`src/logic/flm_pkg.sv`:
```
package flm_pkg;

  // access width codes as seen on the port configuration
  localparam logic [1:0] FLM_WIDTH_8 = 2'h0;
  localparam logic [1:0] FLM_WIDTH_16 = 2'h1;
  localparam logic [1:0] FLM_WIDTH_32 = 2'h2;

  // byte order codes
  localparam logic FLM_ORDER_LITTLE = 1'h0;
  localparam logic FLM_ORDER_BIG = 1'h1;

  // port selection codes for the three buffer ports
  localparam logic [1:0] FLM_PORT_CONTROL = 2'h0;
  localparam logic [1:0] FLM_PORT_DMA_ZERO = 2'h1;
  localparam logic [1:0] FLM_PORT_DMA_ONE = 2'h2;

  // buffer geometry and reset values
  localparam int FLM_SKID_DEPTH = 2;
  localparam logic [31:0] FLM_WORD_RESET = 32'h0000_0000;
  localparam logic [1:0] FLM_COUNT_RESET = 2'h0;

  // bus-side access request
  typedef struct packed {
    logic [1:0] port;
    logic write;
    logic [1:0] port_access_width;
    logic byte_order_select;
    logic [31:0] wdata;
  } flm_req_type;

  // fifo-side byte group, byte n+0 in bits 7:0
  typedef struct packed {
    logic [1:0] port;
    logic [2:0] count;
    logic [31:0] bytes;
  } flm_fifo_type;

endpackage

```
`src/logic/flm_skid_buffer.sv`:
```
// two-entry buffer so a stall downstream loses nothing
module flm_skid_buffer #(
  parameter int WIDTH = 8
) (
  // clock and reset
  input wire logic clk_sys,
  input wire logic reset_n,
  // filling side
  input wire logic in_valid,
  output logic in_ready,
  input wire logic [WIDTH-1:0] in_data,
  // draining side
  output logic out_valid,
  input wire logic out_ready,
  output logic [WIDTH-1:0] out_data
);
  import flm_pkg::*;

  logic [WIDTH-1:0] mem_q [FLM_SKID_DEPTH];
  logic rd_ptr_q;
  logic wr_ptr_q;
  logic [1:0] count_q;
  wire push = in_valid && in_ready;
  wire pop = out_valid && out_ready;

  // honest flags from the occupancy count
  assign in_ready = (count_q != 2'h2);
  assign out_valid = (count_q != 2'h0);
  assign out_data = mem_q[rd_ptr_q];

  // storage has no reset; only valid entries are ever read
  always_ff @(posedge clk_sys) begin
    if (push) begin
      mem_q[wr_ptr_q] <= in_data;
    end
  end

  // pointers and occupancy
  always_ff @(posedge clk_sys or negedge reset_n) begin
    if (!reset_n) begin
      rd_ptr_q <= 1'b0;
      wr_ptr_q <= 1'b0;
      count_q <= FLM_COUNT_RESET;
    end else begin
      if (push) wr_ptr_q <= ~wr_ptr_q;
      if (pop) rd_ptr_q <= ~rd_ptr_q;
      count_q <= count_q + {1'b0, push} - {1'b0, pop};
    end
  end

  // occupancy never passes two
  property p_no_overflow;
    @(posedge clk_sys) disable iff (!reset_n)
    count_q != 2'h3;
  endproperty
  a_no_overflow: assert property (p_no_overflow)
    else $error("buffer occupancy beyond two");
  // word into empty buffer shows next
  property p_pop_needs_data;
    @(posedge clk_sys) disable iff (!reset_n)
    push && count_q == 2'h0 |=> out_valid && out_data == $past(in_data);
  endproperty
  a_pop_needs_data: assert property (p_pop_needs_data)
    else $error("buffer lost a word into empty");
  // push with pop keeps order
  property p_order_kept;
    @(posedge clk_sys) disable iff (!reset_n)
    push && pop && count_q == 2'h1 |=> out_valid && out_data == $past(in_data);
  endproperty
  a_order_kept: assert property (p_order_kept)
    else $error("buffer order broken");
endmodule

```
`src/logic/flm_lane_mapper.sv`:
```
//////////////////////////////////////////////////////////////////////////////
// Functional notes
// 32-bit little puts n+0 on 7:0 up to n+3; big reverses it.
// 32-bit big order sends and stores bytes starting from n+3; the code starts from n+0 (bits 31:24) both ways.
// 16-bit little uses low half, big uses high half with n+0 upper.
// 16-bit big order sends and stores bytes starting from n+1; the code starts from n+0 (bits 31:24) both ways.
// 8-bit byte n+0 sits in lowest lane little, highest lane big.
// little order at 32 or 16 bits starts from n+0 both ways.
// prohibited lanes ignored on write, no pointer advance, read as zero.
module flm_lane_mapper (
  // clock and reset
  input wire logic clk_sys,
  input wire logic reset_n,
  // bus-side request
  input wire logic req_valid,
  output logic req_ready,
  input wire flm_pkg::flm_req_type req,
  // bus-side read answer
  output logic rsp_valid,
  output logic [31:0] rsp_rdata,
  // fifo-side write stream (bytes leave in address order)
  output logic wr_valid,
  input wire logic wr_ready,
  output flm_pkg::flm_fifo_type wr_data,
  // fifo-side read: current bytes n+0.. of the selected port
  output logic rd_pop,
  output logic [1:0] rd_port,
  output logic [2:0] rd_count,
  input wire logic [31:0] rd_bytes
);
  import flm_pkg::*;

  //////////////////////////////////////////////////////////////////////////
  // lane decode

  // byte count per width; an unknown width code moves nothing
  wire is_w32 = (req.port_access_width == FLM_WIDTH_32);
  wire is_w16 = (req.port_access_width == FLM_WIDTH_16);
  wire is_w8 = (req.port_access_width == FLM_WIDTH_8);
  wire big = (req.byte_order_select == FLM_ORDER_BIG);
  wire [2:0] nbytes = is_w32 ? 3'h4 : (is_w16 ? 3'h2 : (is_w8 ? 3'h1 : 3'h0));

  // 32-bit lane placement
  wire [31:0] map32 = big ? {req.wdata[7:0], req.wdata[15:8], req.wdata[23:16],
    req.wdata[31:24]} : req.wdata;
  // 16-bit half selection, byte n+0 lands in bits 7:0
  wire [31:0] map16 = big ? {16'h0000, req.wdata[23:16], req.wdata[31:24]} :
    {16'h0000, req.wdata[15:8], req.wdata[7:0]};
  // 8-bit single lane
  wire [31:0] map8 = big ? {24'h000000, req.wdata[31:24]} :
    {24'h000000, req.wdata[7:0]};

  // write bytes packed so n+0 leaves first
  // prohibited lanes are simply not sampled
  wire [31:0] fifo_bytes = is_w32 ? map32 : (is_w16 ? map16 : map8);

  // read lane placement mirrors the write side
  wire [31:0] r = rd_bytes;
  wire [31:0] rd32 = big ? {r[7:0], r[15:8], r[23:16], r[31:24]} : r;
  wire [31:0] rd16 = big ? {r[7:0], r[15:8], 16'h0000} : {16'h0000, r[15:8], r[7:0]};
  wire [31:0] rd8 = big ? {r[7:0], 24'h000000} : {24'h000000, r[7:0]};
  // prohibited lanes read as zero
  wire [31:0] rd_mapped = is_w32 ? rd32 : (is_w16 ? rd16 : (is_w8 ? rd8 :
    FLM_WORD_RESET));

  //////////////////////////////////////////////////////////////////////////
  // write path through the two-entry buffer

  logic buf_in_ready;
  logic buf_out_valid;
  flm_fifo_type buf_in;
  flm_fifo_type buf_out;
  assign buf_in = '{port: req.port, count: nbytes, bytes: fifo_bytes};

  // zero-byte writes never reach the fifo, so no pointer advance
  wire wr_take = req_valid && req.write && (nbytes != 3'h0);
  wire rd_take = req_valid && !req.write;
  wire wr_fill = wr_take && buf_in_ready;

  // reads answer from registers; writes wait for buffer room unless their width code moves no bytes
  assign req_ready = req.write ? (buf_in_ready || nbytes == 3'h0) : 1'b1;

  flm_skid_buffer #(
    .WIDTH($bits(flm_fifo_type))
  ) u_skid (
    .clk_sys(clk_sys),
    .reset_n(reset_n),
    .in_valid(wr_take),
    .in_ready(buf_in_ready),
    .in_data(buf_in),
    .out_valid(buf_out_valid),
    .out_ready(wr_ready),
    .out_data(buf_out)
  );

  assign wr_valid = buf_out_valid;
  assign wr_data = buf_out;

  //////////////////////////////////////////////////////////////////////////
  // read answer registers; outputs straight from flip-flops

  logic rsp_valid_q;
  logic [31:0] rsp_rdata_q;
  logic rd_pop_q;
  logic [1:0] rd_port_q;
  logic [2:0] rd_count_q;

  always_ff @(posedge clk_sys or negedge reset_n) begin
    if (!reset_n) begin
      rsp_valid_q <= 1'b0;
      rsp_rdata_q <= FLM_WORD_RESET;
      rd_pop_q <= 1'b0;
      rd_port_q <= FLM_PORT_CONTROL;
      rd_count_q <= 3'h0;
    end else begin
      rsp_valid_q <= rd_take;
      rsp_rdata_q <= rd_take ? rd_mapped : FLM_WORD_RESET;
      rd_pop_q <= rd_take && (nbytes != 3'h0);
      rd_port_q <= req.port;
      rd_count_q <= rd_take ? nbytes : 3'h0;
    end
  end

  assign rsp_valid = rsp_valid_q;
  assign rsp_rdata = rsp_rdata_q;
  assign rd_pop = rd_pop_q;
  assign rd_port = rd_port_q;
  assign rd_count = rd_count_q;

  //////////////////////////////////////////////////////////////////////////
  // checks

  // big 32-bit read flips all lanes
  property p_r1_big32;
    @(posedge clk_sys) disable iff (!reset_n)
    rd_take && is_w32 && big |=> rsp_rdata == {$past(rd_bytes[7:0]), $past(rd_bytes[15:8]),
      $past(rd_bytes[23:16]), $past(rd_bytes[31:24])};
  endproperty
  a_r1_big32: assert property (p_r1_big32)
    else $error("32-bit big read lane wrong");
  // little 32-bit read passes lanes
  property p_r1_little32;
    @(posedge clk_sys) disable iff (!reset_n)
    rd_take && is_w32 && !big |=> rsp_rdata == $past(rd_bytes);
  endproperty
  a_r1_little32: assert property (p_r1_little32)
    else $error("32-bit little read lane wrong");
  // big 32-bit write sends top lane first
  property p_r2_first;
    @(posedge clk_sys) disable iff (!reset_n)
    wr_fill && is_w32 && big && !buf_out_valid |=>
      wr_data.bytes[7:0] == $past(req.wdata[31:24]);
  endproperty
  a_r2_first: assert property (p_r2_first)
    else $error("32-bit big write order wrong");
  // 16-bit little read keeps upper half zero
  property p_r3_half;
    @(posedge clk_sys) disable iff (!reset_n)
    rd_take && is_w16 && !big |=> rsp_rdata[31:16] == 16'h0000;
  endproperty
  a_r3_half: assert property (p_r3_half)
    else $error("16-bit prohibited half not zero");
  // 16-bit big read keeps lower half zero
  property p_r3_big16;
    @(posedge clk_sys) disable iff (!reset_n)
    rd_take && is_w16 && big |=> rsp_rdata[15:0] == 16'h0000 &&
      rsp_rdata[31:24] == $past(rd_bytes[7:0]);
  endproperty
  a_r3_big16: assert property (p_r3_big16)
    else $error("16-bit big read half wrong");
  // 16-bit big write sends bits 31:24 first
  property p_r4_first;
    @(posedge clk_sys) disable iff (!reset_n)
    wr_fill && is_w16 && big && !buf_out_valid |=>
      wr_data.bytes[7:0] == $past(req.wdata[31:24]) && wr_data.count == 3'h2;
  endproperty
  a_r4_first: assert property (p_r4_first)
    else $error("16-bit big write order wrong");
  // 8-bit big read lands in the top lane only
  property p_r5_byte;
    @(posedge clk_sys) disable iff (!reset_n)
    rd_take && is_w8 && big |=> rsp_rdata == {$past(rd_bytes[7:0]), 24'h000000};
  endproperty
  a_r5_byte: assert property (p_r5_byte)
    else $error("8-bit big read lane wrong");
  // 8-bit little read lands in the low lane only
  property p_r5_little8;
    @(posedge clk_sys) disable iff (!reset_n)
    rd_take && is_w8 && !big |=> rsp_rdata == {24'h000000, $past(rd_bytes[7:0])};
  endproperty
  a_r5_little8: assert property (p_r5_little8)
    else $error("8-bit little read lane wrong");
  // little write sends bits 7:0 first
  property p_r6_first;
    @(posedge clk_sys) disable iff (!reset_n)
    wr_fill && !big && !is_w8 && nbytes != 3'h0 && !buf_out_valid |=>
      wr_data.bytes[7:0] == $past(req.wdata[7:0]);
  endproperty
  a_r6_first: assert property (p_r6_first)
    else $error("little write order wrong");
  // taken read answers next cycle
  property p_rsp_pulse;
    @(posedge clk_sys) disable iff (!reset_n)
    rd_take |=> rsp_valid && rd_count == $past(nbytes);
  endproperty
  a_rsp_pulse: assert property (p_rsp_pulse)
    else $error("read answer missing");
  // stalled byte group holds still
  property p_wr_hold;
    @(posedge clk_sys) disable iff (!reset_n)
    wr_valid && !wr_ready |=> wr_valid && $stable(wr_data);
  endproperty
  a_wr_hold: assert property (p_wr_hold)
    else $error("stalled write group changed");
  // an unknown width never moves fifo data
  property p_r7_none;
    @(posedge clk_sys) disable iff (!reset_n)
    req_valid && nbytes == 3'h0 |=> !rd_pop && rsp_rdata == 32'h0000_0000;
  endproperty
  a_r7_none: assert property (p_r7_none)
    else $error("prohibited access moved data");
  // dropped write leaves buffer empty
  property p_r7_drop;
    @(posedge clk_sys) disable iff (!reset_n)
    req_valid && req.write && nbytes == 3'h0 && !wr_valid |=> !wr_valid;
  endproperty
  a_r7_drop: assert property (p_r7_drop)
    else $error("prohibited write reached the buffer");
  // idle cycles answer nothing
  property p_rsp_idle;
    @(posedge clk_sys) disable iff (!reset_n)
    !rd_take |=> !rsp_valid && !rd_pop && rsp_rdata == 32'h0000_0000;
  endproperty
  a_rsp_idle: assert property (p_rsp_idle)
    else $error("answer without a read");
  // pop only with bytes
  property p_pop_count;
    @(posedge clk_sys) disable iff (!reset_n)
    rd_pop |-> rd_count != 3'h0 && rsp_valid;
  endproperty
  a_pop_count: assert property (p_pop_count)
    else $error("pop without bytes");
endmodule

```
`config.mk`:
```
export PLATFORM = sky130hd
export DESIGN_NAME = flm_lane_mapper
export DESIGN_NICKNAME = d
export VERILOG_FILES = /design/src/logic/flm_pkg.sv /design/src/logic/flm_skid_buffer.sv /design/src/logic/flm_lane_mapper.sv
export SDC_FILE = /design/constraint.sdc
export NUM_CORES = 1
export LEC_CHECK = 0
export BUFFER_PORTS_ARGS = -buffer_cell sky130_fd_sc_hd__buf_2
export CAP_MARGIN = 20
export CORE_MARGIN = 1.5
export CORE_UTILIZATION = 29
export CTS_CLUSTER_SIZE = 24
export DETAILED_ROUTE_END_ITERATION = 10
export HOLD_SLACK_MARGIN = 0.15
export PLACE_DENSITY_LB_ADDON = 0.15
export SLEW_MARGIN = 20
export SYNTH_ARGS = -nofsm -noshare
export SYNTH_HDL_FRONTEND = slang
export SYNTH_SLANG_ARGS = --single-unit
```
`constraint.sdc`:
```
create_clock -name clk_sys -period 3.35 [get_ports clk_sys]
set_input_delay 0.1675 -clock clk_sys [delete_from_list [all_inputs] [get_ports clk_sys]]
set_output_delay 0.1675 -clock clk_sys [all_outputs]
set_load 0.1 [all_outputs]
```
# == Word-level counts from Yosys, hierarchy flattened ==
# Memories as Yosys holds them, arrays and structs flattened.
# Index checks and enable logic that the tools add are counted.
# W data, S select, Z words.
# totals
ff_bits,43
latchBits,0
ram_bits,74
rom_bits,0
input_bits,74
out_inout_bits,78
wordCells,47
memories,1
# memory_table
name,words,word_bits,rd,rd_ports_with_merged_regs,write_ports,line,source
u_skid.mem_q,2,37,1,0,1,flm_skid_buffer.sv:19,logic [WIDTH-1:0] mem_q [FLM_SKID_DEPTH];
# classes
n_addsub,2
multipliers,0
n_div,0
n_lt_le_gt_ge,0
eq_ne,3
shift,0
n_mux,19
bitwise,2
reduce_logical,12
# ops
cell,n
$mux W32,9
$mux W16,2
$mux W8,1
$logic_and A1 B1 Y1,6
$mux W3,2
$mux W1,4
$logic_not A3 Y1,1
$reduce_bool A3 Y1,1
$add A2 B1 Y2,1
$eq A2 B1 Y1 const B,1
$eq A2 B2 Y1 const B,1
$logic_not A2 Y1,1
$mux W2,1
$ne A2 B2 Y1 const B,1
$not A1 Y1,2
$reduce_bool A2 Y1,1
$sub A2 B1 Y2,1
$logic_not A1 Y1,1
$logic_or A1 B1 Y1,1

# == Longest topological paths before layout ==
# logic_depth
word_depth,9
mapped_depth,7
mapped_depth_nobuf,5

# == Modules after synthesis ==
# From an unflattened synthesis, not the netlist that was laid out.
# hier_totals
cells_unflattened,362
hier_area_um2,5096.1
# modules_own_cells
module,n_inst,cells_each,area_each_um2,seq_area_each_um2
flm_skid_buffer,1,132,2951.6,2322.2
flm_lane_mapper,1,230,2144.6,975.9

# == Worst setup path before layout ==
# OpenSTA, ideal clock, no wires.
# synth_timing
kind,in2reg
from,input req[34] (netlist bit)
to,"memory u_skid.mem_q[0][0] (netlist bit), enable pin"
setup_ps,431
t_arrival_ps,2292
slack_ps,626
stages,4
path_buffers,1
cell_sequence,buf_2 a21boi_1 nand3_1 nor2_1
# synth_between
elab_chain_cells,9
word_cells_on_any_way,11
classes_between,eq/ne: 2; mux: 5; reduce/logical: 4
# synth_lines
item,line,source
"start, declared",flm_lane_mapper.sv:17,"input wire flm_pkg::flm_req_type req,"
$logic_not A2 Y1,flm_lane_mapper.sv:39,wire is_w8 = (req.port_access_width == FLM_WIDTH_8);
$mux W1,flm_lane_mapper.sv:41,wire [2:0] nbytes = is_w32 ? 3'h4 : (is_w16 ? 3'h2 : (is_w8 ? 3'h1 : 3'h0));
$mux W2,flm_lane_mapper.sv:41,
$mux W3 (*),flm_lane_mapper.sv:41,
$reduce_bool A3 Y1 (*),flm_lane_mapper.sv:76,wire wr_take = req_valid && req.write && (nbytes != 3'h0);
$logic_and A1 B1 Y1 (*),flm_lane_mapper.sv:76,
$logic_and A1 B1 Y1 (*),flm_skid_buffer.sv:23,wire push = in_valid && in_ready;
$mux W1 (*),flm_skid_buffer.sv:33,if (push) begin
$mux W1 (implied by the code) (*),flm_skid_buffer.sv:34,mem_q[wr_ptr_q] <= in_data;
"end, declared",flm_skid_buffer.sv:19,
# Mark *: on every way between the ends. The rest lies on a longest branch, timed or not.

# == Final worst setup path ==
# layout_timing
from,input req[33] (netlist bit)
to,"register rsp_rdata_q[22], in the netlist rsp_rdata[22]"
# layout_between
elab_chain_cells,5
word_cells_on_any_way,7
classes_between,eq/ne: 2; mux: 4; reduce/logical: 1
# layout_lines
item,line,source
$logic_not A2 Y1,flm_lane_mapper.sv:39,
$mux W32 (2 in a row),flm_lane_mapper.sv:63,wire [31:0] rd_mapped = is_w32 ? rd32 : (is_w16 ? rd16 : (is_w8 ? rd8 :
$mux W32 (*),flm_lane_mapper.sv:63,
$mux W32 (*),flm_lane_mapper.sv:117,rsp_rdata_q <= rd_take ? rd_mapped : FLM_WORD_RESET;
"end signal, assigned",flm_lane_mapper.sv:117,
"end, declared",flm_lane_mapper.sv:103,logic [31:0] rsp_rdata_q;
# Marks and branches as above.
# A chain may end at the register's enable or synchronous reset.

==> metrics.yaml <==
status: "complete, no violations"
cts_tree: "built"
clk_path_buf_depth: 2
post-route-min-period_ns: 2.482
ys_ff_latch: 117
slew_viol_final: 0
die_w_um: 135.1
layout-drive-gt1-share: 0.4046
dieArea_um2: 18240
path_buf_inv: 3
grt_use_total: 0.1466
row_count: 48
cp-start-kind: "primary input"
p_leak_nw: 3.168
synthTopCellsByArea: "edfxtp_1 (44%), dfrtp_1 (21%), mux2_2 (10%)"
path_cells: "dlygate4sd3_1 -> buf_2 -> xnor2_2 -> or2_1 -> a21oi_2 -> dlygate4sd3_1"
grt_pass1_wl_mm: 19.93
setup_violations: 0
critical_path_arrival_ns: 2.77
rsz0062_at_grt: "false"
p_clk_frac: 0.316
critical_path_depth: 6
crit_required_ns: 3.63
synth_top_area_cell: "edfxtp_1"
p_sw_mw: 2.371
synth_area_um2: 5057
clk_latency_ns: 0.40
layout.nets: 665
yosysWarnings: 0
ioPinCount: 152
crit_type: "primary input to flop"
fin_tns_setup_ns: 0
final_util: 0.4298
antenna_found_initial: 0
fp.dieH_um: 135.1
core_um2: 17180
internal-power_mw: 3.393
n_fill_cell: 1698
numCtsBuffers: 17
synth_cell_types: 31
initial_core_util: 0.2944
diodes: 0
path_clk_slew_ns: 0.05
overflow: 0
worst_pin_slew_ns: 0.9558
slowest_delay_ns: 0.71
final_hold_viol_count: 0
relSlewSlack: 0.3628
via_per_inst: 4.455
dpl.hpwl_mm: 8.149
synth_top_area_frac: 0.4394
numClockSinks: 117
cp_common_cell: "dlygate4sd3_1"
root_buffer: "clkbuf_16"
dr.pass1.iters: 6
comb_power_share: 0.367
period_share: 0.7409
wire_per_inst_um: 15.23
total_power_mw: 5.764
whs_path_depth: 3
portBuffers: 151
r2r.worst_path.cells: 4
sequentialPowerShare: 0.317
switching_share: 0.4113
grt_max_degree: 55
cts_setup_buffers: 0
synthCells: 364
endpoint_kind: "flop"
power_density_nw_per_um2: 780.8
max-vdd-ir-drop_v: 0.0004178
drt-total-wl_mm: 12.61
max_freq_mhz: 402.9
ant_nets: 0
avgSynthCellArea_um2: 13.89
vias: 3689
seq_area_frac_synth: 0.6522
route.detailed.drc: 0
cts_htree_levels: 4
cp_max_fo: 17
clock_skew_ns: 0.005726
synthToLayoutAreaGrowth_pct: 45.97
crit_slowest_cell: "or2_1"
maxCapViolCount: 0
hp-class: "primary input to flop"
grt_pass1_vias: 3982
globalplace.congestion: 0.7529
synth_fp_nets: 439
drtIter0Drc: 159
cp_top_family: "buffers and inverters"
Yosys cell counts, drive strengths merged:
library cell and instances:
nand3b 16, or2 2, o21ai 8, a21o 1
nor3b 1, nor2b 12, ha 1, xor2 3
nand4b 1, clkinv 1, a21boi 1, xnor2 3
nand2 8, dfrtp 43, inv 4, and2 2
mux2i 24, nor2 36, edfxtp 74, nor3 1
mux2 45, buf 16, nand2b 11, a21oi 32
clkbuf 8, nand3 10
cell type report:
class                      count  area, um2  share of cell area
sequential                   117       3299              0.4469
multi-input combinational    218       1613              0.2185
timing repair buffer         231       1562              0.2115
clock buffer                  23      478.0             0.06475
tap                          225      281.5             0.03814
clock inverter                 9      125.1             0.01695
inverter                       5      23.77            0.003220
power by group through the flow:
stage | Clock [mW] | Sequential [mW] | Combinational, mW
after global placement | 0 | 1.86 | 2.06
after CTS | 1.87 | 1.83 | 2.13
final | 1.82 | 1.83 | 2.11
after detailed placement | 0 | 1.86 | 2.06
after global routing | 1.93 | 1.85 | 2.20
after floorplan | 0 | 1.85 | 1.71
worst min-delay path: stages:
cell and delay [ns]:
buf_2 0.09, mux2i_1 0.07, nor2_1 0.11
path summary, 6_finish.rpt:
check / from / to / slack, ns
setup / recovery: req[33] / rsp_rdata[22]$_DFF_PN0_ / 0.87
hold / removal: req[17] / u_skid.mem_q[0][17]$_DFFE_PP_ / 0.15
setup reg to reg: u_skid.count_q[1]$_DFF_PN0_ / u_skid.mem_q[1][35]$_DFFE_PP_ / 1.55
hold reg to reg: u_skid.wr_ptr_q$_DFFE_PN0P_ / u_skid.wr_ptr_q$_DFFE_PN0P_ / 0.56
max in group asynchronous: reset_n / u_skid.rd_ptr_q$_DFFE_PN0P_ / 2.61
min in group asynchronous: reset_n / rsp_rdata[22]$_DFF_PN0_ / 0.30
logic make-up (layout without fill, tap and decap cells):
family / after synthesis / in the layout / synth area share
flops: 117 / 117 / 0.6522
xor+xnor: 6 / 6 / 0.01188
buf+inv: 29 / 268 / 0.03191
mux: 69 / 69 / 0.1477
fa+ha+maj: 1 / 1 / 0.002474
simple gates: 100 / 100 / 0.1039
compound gates: 42 / 42 / 0.04998
cell usage in the layout, fill, tap and decap left out, types with 3 or more instances in the layout:
cell type      count
xor2_1             3
edfxtp_1          74
nand3b_1          16
dlygate4sd3_1     76
nand3_1           10
nor2b_1           12
nor2_1            34
clkbuf_16         17
dfrtp_1           42
buf_2            150
nand2b_1          11
clkbuf_8           3
inv_1              4
o21ai_0            8
nand2_1            8
a21oi_2           10
mux2_2            45
clkbuf_1           3
buf_4              4
mux2i_1           24
a21oi_1           22
bufinv_16          3
flip-flops by register name, summed over array words and instances, names as in the netlist, 2 cells and up:
| signal | cells |
|---|---|
| rd_count | 3 |
| rd_port | 2 |
| u_skid.mem_q | 74 |
| u_skid.count_q | 2 |
| rsp_rdata | 32 |
per-stage QoR:
step                      worst slack, ns  hold slack, ns  instance area [um2]  std cells
after floorplan                    0.6263         -0.1281                 5057        364
after global placement              1.400          0.3102                 6016        720
after detailed placement            1.360          0.3093                 6016        720
after CTS                          0.7979          0.1502                 7380        828
after global routing               0.6406          0.1733                 7382        828
final                              0.8679          0.1544                 7382        828
metal layers:
metal  up-vias  share of wire  global-route usage
li1       1754              -                   -
met1      1803           0.42              0.1677
met2       122           0.49              0.2513
met3        10          0.079             0.05968
met4         0         0.0084             0.04480
met5         -              0                   0
timing repair:
item	CTS	global route
hold endpoints to repair	112	0
gates resized for setup	0	0
setup endpoints to repair	0	0
hold buffers	76	0
No activity file was read; power rests on OpenSTA's default activity.
